--- src/shared/hwas_pkg.sv ---
// Constants shared by the handwheel axis selector: register map, field layout, reset values.
package hwas_pkg;
  // Byte offsets of the registers on the AXI4-Lite slave.
  localparam logic [3:0]  ADDR_CTRL     = 4'h0;
  localparam logic [3:0]  ADDR_SEL      = 4'h4;
  localparam logic [3:0]  ADDR_STAT     = 4'h8;
  // Control register fields: handle mode enable and number of fitted handwheels.
  localparam int          CTRL_MODE_BIT = 0;
  localparam int          CTRL_CNT_LSB  = 1;
  localparam int          CTRL_CNT_W    = 2;
  localparam logic [31:0] CTRL_MASK     = 32'h0000_0007;
  localparam logic [31:0] CTRL_RST      = 32'h0000_0002;
  // Selection image: per wheel, a 5-bit axis number at its base and a valid bit 7 above it.
  localparam int          WHEELS        = 3;
  localparam int          NUM_W         = 5;
  localparam int          VALID_OFS     = 7;
  localparam int          WHEEL_STRIDE  = 8;
  localparam logic [31:0] SEL_MASK      = 32'h009f_9f9f;
  localparam logic [31:0] SEL_RST       = 32'h0000_0000;
  // Number of axes that can be driven by a handwheel.
  localparam int          AXES          = 8;
  // Status register: wheel active flags sit above the three decoded axis fields.
  localparam int          STAT_ACT_LSB  = 24;
  // AXI response codes.
  localparam logic [1:0]  RESP_OKAY     = 2'b00;
  localparam logic [1:0]  RESP_SLVERR   = 2'b10;
endpackage : hwas_pkg

--- src/hwas_selector.sv ---
// Handwheel axis selector: decodes per-wheel axis numbers and routes handwheel steps to axes.
//
// Contract
// (RL1) Software selects mode, loads number, sets valid.
// (RL2) Axis number is binary; value n picks axis n.
// (RL3) Valid low means the wheel moves nothing.
// (RL4) Number and valid in any order; both needed.
// (RL5) Second wheel acts like first when two fitted.
// (RL6) Third wheel acts like first when three fitted.
// (RL7) First wheel: number at base, valid bit separate.
// (RL8) Second wheel: number and valid at its positions.
// (RL9) Third wheel: number and valid at its positions.
// (RL10) Outside mode or invalid, selected axis is none.
`timescale 1ns/100ps
`default_nettype none
module hwas_selector
  import hwas_pkg::*;
(
  input  wire logic               clk,           // 200 MHz scan clock.
  input  wire logic               rst_b,         // Asynchronous reset, active low.
  input  wire logic [3:0]         s_axi_awaddr,
  input  wire logic               s_axi_awvalid,
  output logic                    s_axi_awready,
  input  wire logic [31:0]        s_axi_wdata,
  input  wire logic [3:0]         s_axi_wstrb,
  input  wire logic               s_axi_wvalid,
  output logic                    s_axi_wready,
  output logic [1:0]              s_axi_bresp,
  output logic                    s_axi_bvalid,
  input  wire logic               s_axi_bready,
  input  wire logic [3:0]         s_axi_araddr,
  input  wire logic               s_axi_arvalid,
  output logic                    s_axi_arready,
  output logic [31:0]             s_axi_rdata,
  output logic [1:0]              s_axi_rresp,
  output logic                    s_axi_rvalid,
  input  wire logic               s_axi_rready,
  input  wire logic [WHEELS-1:0]  wheel_step,    // One-cycle pulse per handwheel detent.
  output logic [AXES-1:0]         axis_step,     // One-cycle step pulse per axis.
  output logic [NUM_W-1:0]        wheel1_axis,   // Selected axis of wheel 1, zero is none.
  output logic [NUM_W-1:0]        wheel2_axis,   // Selected axis of wheel 2, zero is none.
  output logic [NUM_W-1:0]        wheel3_axis    // Selected axis of wheel 3, zero is none.
);

  // Software-written control word and selection image.
  logic [31:0]          ctrl_ff;
  logic [31:0]          sel_ff;
  // Write channel holding registers, so address and data may come in either order.
  logic                 aw_hold_ff;
  logic [3:0]           awaddr_ff;
  logic                 w_hold_ff;
  logic [31:0]          wdata_ff;
  logic [3:0]           wstrb_ff;
  logic                 bvalid_ff;
  logic [1:0]           bresp_ff;
  logic                 rvalid_ff;
  logic [31:0]          rdata_ff;
  logic [1:0]           rresp_ff;
  // Decoded selection, live and registered.
  logic [NUM_W-1:0]     nxt_axis [WHEELS];
  logic [NUM_W-1:0]     axis_ff  [WHEELS];
  logic [AXES-1:0]      nxt_axis_step;
  logic [AXES-1:0]      axis_step_ff;
  // Write decode helpers.
  logic                 aw_hs;
  logic                 w_hs;
  logic                 do_write;
  logic [3:0]           wr_addr;
  logic [31:0]          wr_data;
  logic [3:0]           wr_strb;
  logic                 mode_on;
  logic [CTRL_CNT_W-1:0] wheel_cnt;

  // Merges a write into a register under byte strobes and a writable-bit mask.
  function automatic logic [31:0] merge_strb(input logic [31:0] old_v, input logic [31:0] new_v,
                                             input logic [3:0] strb, input logic [31:0] mask);
    logic [31:0] res;
    res = old_v;
    for (int b = 0; b < 4; b++) begin
      if (strb[b]) begin
        res[8*b +: 8] = new_v[8*b +: 8];
      end
    end
    return res & mask;
  endfunction : merge_strb

  // Turns a wheel's number and valid bit into a 1-based axis, zero when nothing is selected.
  function automatic logic [NUM_W-1:0] axis_decode(input logic [NUM_W-1:0] num,
                                                   input logic valid, input logic mode,
                                                   input logic fitted);
    logic [NUM_W-1:0] res;
    res = '0;
    // (RL2) Binary weights 1..16; only values 1..8 give an axis.
    if (mode && valid && fitted && (num != '0) && (int'(num) <= AXES)) begin
      res = num;
    end
    return res;
  endfunction : axis_decode

  assign mode_on   = ctrl_ff[CTRL_MODE_BIT];
  assign wheel_cnt = ctrl_ff[CTRL_CNT_LSB +: CTRL_CNT_W];

  // Either channel may arrive first; each is refused while its own item is held or a write response is pending.
  assign s_axi_awready = !aw_hold_ff && !bvalid_ff;
  assign s_axi_wready  = !w_hold_ff && !bvalid_ff;
  assign aw_hs         = s_axi_awvalid && s_axi_awready;
  assign w_hs          = s_axi_wvalid && s_axi_wready;
  assign do_write      = (aw_hold_ff || aw_hs) && (w_hold_ff || w_hs) && !bvalid_ff;
  assign wr_addr       = aw_hold_ff ? awaddr_ff : s_axi_awaddr;
  assign wr_data       = w_hold_ff ? wdata_ff : s_axi_wdata;
  assign wr_strb       = w_hold_ff ? wstrb_ff : s_axi_wstrb;

  // Address channel holder, emptied when the write completes.
  always_ff @(posedge clk or negedge rst_b) begin
    if (!rst_b) begin
      aw_hold_ff <= 1'b0;
      awaddr_ff  <= 4'h0;
    end else if (do_write) begin
      aw_hold_ff <= 1'b0;
    end else if (aw_hs) begin
      aw_hold_ff <= 1'b1;
      awaddr_ff  <= s_axi_awaddr;
    end
  end

  // Data channel holder, emptied when the write completes.
  always_ff @(posedge clk or negedge rst_b) begin
    if (!rst_b) begin
      w_hold_ff <= 1'b0;
      wdata_ff  <= 32'h0000_0000;
      wstrb_ff  <= 4'h0;
    end else if (do_write) begin
      w_hold_ff <= 1'b0;
    end else if (w_hs) begin
      w_hold_ff <= 1'b1;
      wdata_ff  <= s_axi_wdata;
      wstrb_ff  <= s_axi_wstrb;
    end
  end

  // Register writes; the status word is read-only and a write there is refused.
  always_ff @(posedge clk or negedge rst_b) begin
    if (!rst_b) begin
      ctrl_ff <= CTRL_RST;
      sel_ff  <= SEL_RST;
    end else if (do_write) begin
      if (wr_addr == ADDR_CTRL) begin
        ctrl_ff <= merge_strb(ctrl_ff, wr_data, wr_strb, CTRL_MASK);
      end
      // (RL1) Software loads number and valid.
      if (wr_addr == ADDR_SEL) begin
        sel_ff <= merge_strb(sel_ff, wr_data, wr_strb, SEL_MASK);
      end
    end
  end

  // Write response, held until the master takes it.
  always_ff @(posedge clk or negedge rst_b) begin
    if (!rst_b) begin
      bvalid_ff <= 1'b0;
      bresp_ff  <= RESP_OKAY;
    end else if (do_write) begin
      bvalid_ff <= 1'b1;
      bresp_ff  <= (wr_addr == ADDR_CTRL || wr_addr == ADDR_SEL) ? RESP_OKAY : RESP_SLVERR;
    end else if (s_axi_bready) begin
      bvalid_ff <= 1'b0;
    end
  end

  assign s_axi_bvalid  = bvalid_ff;
  assign s_axi_bresp   = bresp_ff;
  assign s_axi_arready = !rvalid_ff;

  // Read data path; unmapped offsets answer with a slave error and zero data.
  always_ff @(posedge clk or negedge rst_b) begin
    if (!rst_b) begin
      rvalid_ff <= 1'b0;
      rdata_ff  <= 32'h0000_0000;
      rresp_ff  <= RESP_OKAY;
    end else if (s_axi_arvalid && s_axi_arready) begin
      rvalid_ff <= 1'b1;
      rresp_ff  <= RESP_OKAY;
      unique case (s_axi_araddr)
        ADDR_CTRL: rdata_ff <= ctrl_ff;
        ADDR_SEL:  rdata_ff <= sel_ff;
        ADDR_STAT: begin
          rdata_ff <= {5'h00, axis_ff[2] != '0, axis_ff[1] != '0, axis_ff[0] != '0,
                       3'h0, axis_ff[2], 3'h0, axis_ff[1], 3'h0, axis_ff[0]};
        end
        default: begin
          rdata_ff <= 32'h0000_0000;
          rresp_ff <= RESP_SLVERR;
        end
      endcase
    end else if (s_axi_rready) begin
      rvalid_ff <= 1'b0;
    end
  end

  assign s_axi_rvalid = rvalid_ff;
  assign s_axi_rdata  = rdata_ff;
  assign s_axi_rresp  = rresp_ff;

  // Live decode of every wheel; a wheel counts as fitted when its index is below the count.
  always_comb begin
    for (int w = 0; w < WHEELS; w++) begin
      // (RL7) (RL8) (RL9) Fields at wheel positions.
      // (RL3) (RL10) Invalid or no mode gives none.
      // (RL5) (RL6) Extra wheels need fitting.
      nxt_axis[w] = axis_decode(sel_ff[w*WHEEL_STRIDE +: NUM_W],
                                sel_ff[w*WHEEL_STRIDE + VALID_OFS], mode_on,
                                w < int'(wheel_cnt));
    end
  end

  // Step routing uses the live decode so a detent is judged by the selection it meets.
  always_comb begin
    nxt_axis_step = '0;
    for (int w = 0; w < WHEELS; w++) begin
      for (int a = 0; a < AXES; a++) begin
        // (RL4) Both present when motion starts.
        if (wheel_step[w] && (int'(nxt_axis[w]) == a + 1)) begin
          nxt_axis_step[a] = 1'b1;
        end
      end
    end
  end

  // Registered selection and step outputs.
  always_ff @(posedge clk or negedge rst_b) begin
    if (!rst_b) begin
      axis_ff      <= '{default: '0};
      axis_step_ff <= '0;
    end else begin
      axis_ff      <= nxt_axis;
      axis_step_ff <= nxt_axis_step;
    end
  end

  assign axis_step   = axis_step_ff;
  assign wheel1_axis = axis_ff[0];
  assign wheel2_axis = axis_ff[1];
  assign wheel3_axis = axis_ff[2];

  // Checks on the decode and routing.
  mode_gate_a: assert property (@(posedge clk) disable iff (!rst_b) // (RL10)
    !mode_on |=> (wheel1_axis == '0 && wheel2_axis == '0 && wheel3_axis == '0))
    else $error("Axis selected outside handle mode");
  valid_gate_a: assert property (@(posedge clk) disable iff (!rst_b) // (RL3)
    !sel_ff[VALID_OFS] |=> (wheel1_axis == '0) &&
      !($past(wheel_step) == 3'b001 && axis_step != '0))
    else $error("Wheel 1 selects an axis without valid");
  first_decode_a: assert property (@(posedge clk) disable iff (!rst_b) // (RL2)
    (mode_on && wheel_cnt != '0 && sel_ff[VALID_OFS] && sel_ff[4:0] == 5'h03)
      |=> wheel1_axis == 5'h03)
    else $error("Wheel 1 number 3 not decoded as third axis");
  first_field_a: assert property (@(posedge clk) disable iff (!rst_b) // (RL7)
    (mode_on && wheel_cnt != '0 && sel_ff[VALID_OFS] && sel_ff[4:0] != '0 &&
     sel_ff[4:0] <= 5'h08) |=> wheel1_axis == $past(sel_ff[4:0]))
    else $error("Wheel 1 field not taken from its base");
  second_fit_a: assert property (@(posedge clk) disable iff (!rst_b) // (RL5)
    (wheel_cnt < 2'h2) |=> wheel2_axis == '0)
    else $error("Wheel 2 acts while not fitted");
  second_field_a: assert property (@(posedge clk) disable iff (!rst_b) // (RL8)
    (mode_on && wheel_cnt >= 2'h2 && sel_ff[15] && sel_ff[12:8] == 5'h02) |=> wheel2_axis == 5'h02)
    else $error("Wheel 2 field misplaced");
  third_fit_a: assert property (@(posedge clk) disable iff (!rst_b) // (RL6)
    (wheel_cnt != 2'h3) |=> wheel3_axis == '0)
    else $error("Wheel 3 acts while not fitted");
  third_field_a: assert property (@(posedge clk) disable iff (!rst_b) // (RL9)
    (mode_on && wheel_cnt == 2'h3 && sel_ff[23] && sel_ff[20:16] == 5'h04)
      |=> wheel3_axis == 5'h04)
    else $error("Wheel 3 field misplaced");
  step_route_a: assert property (@(posedge clk) disable iff (!rst_b) // (RL4)
    (wheel_step[0] && nxt_axis[0] == 5'h01) |=> axis_step[0])
    else $error("Wheel 1 step not routed to first axis");
  step_cause_a: assert property (@(posedge clk) disable iff (!rst_b) // (RL3)
    (axis_step != '0) |-> $past(wheel_step != '0 && mode_on))
    else $error("Axis step without a handwheel step in mode");
  cover_step_c: cover property (@(posedge clk) disable iff (!rst_b) axis_step != '0);
  cover_three_c: cover property (@(posedge clk) disable iff (!rst_b) wheel3_axis != '0);
  cover_order_c: cover property (@(posedge clk) disable iff (!rst_b)
    w_hs && !aw_hs ##[1:4] aw_hs);
endmodule : hwas_selector
`default_nettype wire

--- config.mk ---
export PLATFORM = sky130hd
export DESIGN_NAME = hwas_selector
export DESIGN_NICKNAME = d
export VERILOG_FILES = /design/src/shared/hwas_pkg.sv /design/src/hwas_selector.sv
export SDC_FILE = /design/constraint.sdc
export NUM_CORES = 1
export LEC_CHECK = 0
export BUFFER_PORTS_ARGS = -buffer_cell sky130_fd_sc_hd__buf_2
export CAP_MARGIN = 20
export CORE_AREA = 10 10 116 118
export CTS_BUF_LIST = sky130_fd_sc_hd__clkbuf_16
export CTS_CLUSTER_SIZE = 40
export DETAILED_ROUTE_END_ITERATION = 7
export DIE_AREA = 0 0 126 128
export PLACE_DENSITY = 0.63
export SYNTH_ARGS = -nofsm -noshare
export SYNTH_HDL_FRONTEND = slang
export SYNTH_SLANG_ARGS = --single-unit
--- constraint.sdc ---
create_clock -name clk -period 4.01 [get_ports clk]
set_input_delay 0.2005 -clock clk [delete_from_list [all_inputs] [get_ports clk]]
set_output_delay 0.2005 -clock clk [all_outputs]
set_load 0.03 [all_outputs]
==> reports/metrics.yaml <==
floorplan:
  die_h_um: 128
  start_util: 0.388
  fp-row-count: 39
  io_pins: 118
  die_area_um2: 16100
  die_w_um: 126
  core_area_um2: 11200
yosys:
  async_flop_share: 1.00
  synth_area_um2: 4360
  postSynthCellCount: 355
  ys_warn_count: 0
  ys_ff_latch: 96
  yosysSeqAreaShare: 0.552
  synth-edff-count: 0
  synth_ff_type: "dfrtp_1"
  syn_avg_cell_area_um2: 12.3
  ys_types: 51
cts:
  cts_inserted_buffers: 9
  cts_root_buffer: "clkbuf_16"
  clock_latency_ps: 350
  cts_tree: "done"
  postCtsSetupRepairBufs: 0
  cts_buffer_depth: 2
  cts-resized-gates: 0
  htreeDepth: 3
  path_clk_slew_ps: 70
  numClockSinks: 96
global_route:
  grt_overflow: 0
  grt_pass1_wl_um: 16400
  grt_pass1_vias: 3144
  grt_max_degree: 59
  antenna_found_initial: 2
  grt_usage: 0.127
sta:
  min_period_ps: 2290
  skew_ps: 7.42
  setup_viol: 0
  maxSlewViolCount: 0
  tns_ps: 0
  worst_pin_slew_ps: 1080
  hold_violations: 0
  rsz0062_at_grt: "false"
  slew_headroom: 0.277
  max_clock_freq_mhz: 437
  hold_ws_ps: 22.9
  finalCritPeriodShare: 0.571
worst_setup_path:
  path_class: "reg2reg"
  crit_path_end_kind: "flop"
  slowest_stage: "nor2b_1"
  crit_arrival_ps: 2570
  crit_path_max_incr_delay_ps: 910
  worstPathRequired_ps: 4290
  worstSetupStartpointType: "flop"
  crit_fanout: 29
  crit_chain: "nand2b_1 -> nor2b_1 -> a22oi_1 -> nand2_1"
cells_and_area:
  final_util: 0.468
  syn2layout_area_growth_pct: 20.7
  multi_input_area_um2: 1810
  n_fill_cell: 1063
  seqCellArea_um2: 2400
  finalNonFillerCells: 597
  drive_above_1_share: 0.396
  num-nets-final: 501
detailed_routing:
  viasPerCell: 5.06
  drt_wl_total_um: 10300
  wire_per_inst_um: 17.3
  detail-route-antenna-nets: 0
  drc_errors: 0
  drt-initial-drc-count: 161
  vias: 3022
  dr.pass1.iters: 4
placed_design:
  gp_congestion: 0.855
  hpwl_um: 7900
  port_buffers: 89
  placed_cells: 578
power:
  leakagePower_nw: 2.53
  power_density_nw_per_um2: 627
  ir_drop_mv: 0.312
min_path:
  hold_path_class: "in2reg"
outcome:
  status: "finished clean"
run:
  cap_viol_max_count: 0
[cells in the final DEF, fill, tap and decap left out, types with 2 or more instances in the layout]
master,instances
nor3_4,2
conb_1,16
inv_1,7
or2_2,2
mux2_2,56
a22oi_1,12
nor2b_1,7
a311o_1,2
buf_2,88
bufinv_16,2
nand3_1,3
o22ai_1,2
dfrtp_1,95
nor3b_1,4
nand4b_1,2
o21ai_0,11
buf_4,4
o31ai_1,2
diode_2,2
and2_1,3
mux2i_1,14
nand2b_1,5
o21ba_2,2
nor4_1,8
clkinvlp_4,3
nand2_1,38
o32a_1,2
clkbuf_16,9
nand3b_1,3
nor2_1,13
a21oi_1,2
or4_1,4
a22o_1,6
[critical path, delay by kind of cell, from the launching register on]
| kind | cells | cell delay (ps) |
|---|---|---|
| AND/OR/NAND/NOR | 3 | 1690 |
| flip-flops | 1 | 390 |
| AO/OA/AOI/OAI | 1 | 150 |
[stage by stage]
step | worst slack, ps | cell area (um^2) | total power [mW]
4_1_cts | 1730 | 5250 | 3.33
3_3_place_gp | 1590 | 4890 | 2.34
5_1_grt | 1490 | 5250 | 3.49
2_1_floorplan | 2180 | 4410 | 2.14
3_5_place_dp | 1750 | 4920 | 2.41
6_report | 1720 | 5260 | 3.30
[synthesized netlist by cell type, drive strengths merged (3+ instances only)]
master / number / area, um^2
a22o: 6 / 52.6
clkbuf: 8 / 30.0
inv: 7 / 26.3
nand3b: 3 / 22.5
nand3: 3 / 15.0
nand2: 38 / 143
buf: 20 / 138
o21ai: 11 / 55.1
nor2: 13 / 48.8
and2: 3 / 18.8
nor3b: 5 / 42.5
a22oi: 12 / 90.1
nor4: 10 / 83.8
mux2: 57 / 642
dfrtp: 95 / 2380
nor3: 3 / 37.5
nand2b: 5 / 31.3
nor2b: 7 / 43.8
or4: 4 / 30.0
mux2i: 14 / 140
[final cells by class]
cell class              instances  share of cell area
diodes                          2            0.000952
clock buffers                   9              0.0428
clock inverters                 7              0.0181
inverters                       7             0.00500
multi-input cells             239               0.345
flip-flops and latches         96               0.457
well taps                     143              0.0340
repair buffers                 94              0.0966
[worst paths after layout]
check                          startpoint               to  slack, ps  depth (start not counted)
min reg2reg                s_axi_rdata[9]   s_axi_rdata[9]        460                          2
min                          s_axi_rready     s_axi_rvalid         20                          2
max                          s_axi_rvalid  s_axi_rdata[11]       1720                          4
min in group asynchronous           rst_b   wheel3_axis[3]        460                          2
max reg2reg                  s_axi_rvalid  s_axi_rdata[11]       1720                          4
max in group asynchronous           rst_b     awaddr_ff[2]       2590                          3
[cell families after synthesis]
| group | Yosys count | share of synthesized area |
|---|---|---|
| flip-flops | 96 | 0.552 |
| AND/OR/NAND/NOR | 102 | 0.134 |
| other | 1 | 0.000861 |
| buffers and inverters | 35 | 0.0445 |
| multiplexers | 71 | 0.180 |
| AO/OA/AOI/OAI | 50 | 0.0893 |
[where the power goes]
group	switching, mW	total, mW	internal, mW
Combinational	0.430	0.879	0.449
Clock	0.367	0.913	0.546
Sequential	0.272	1.50	1.23
Total	1.07	3.30	2.23
[registers in the layout (all words and copies together) (netlist names)]
name          flops
wstrb_ff          3
wheel2_axis       5
s_axi_bvalid      1
wheel3_axis       5
s_axi_rresp       1
axis_step         8
s_axi_rvalid      1
w_hold_ff         1
wdata_ff         18
s_axi_bresp       1
awaddr_ff         4
wheel1_axis       5
aw_hold_ff        1
ctrl_ff           3
s_axi_rdata      21
sel_ff           18
[routing by layer]
metal	vias up	track usage	share of wire
li1	1436	-	-
met1	1472	0.155	0.44
met2	101	0.194	0.45
met3	13	0.0533	0.092
met4	0	0.0543	0.018
met5	-	0	0
[repair_timing]
action,CTS,global route
setup endpoints to repair,0,0
endpoints found under the hold margin,56,0
hold buffers,1,0
(Power assumes the default switching activity.)
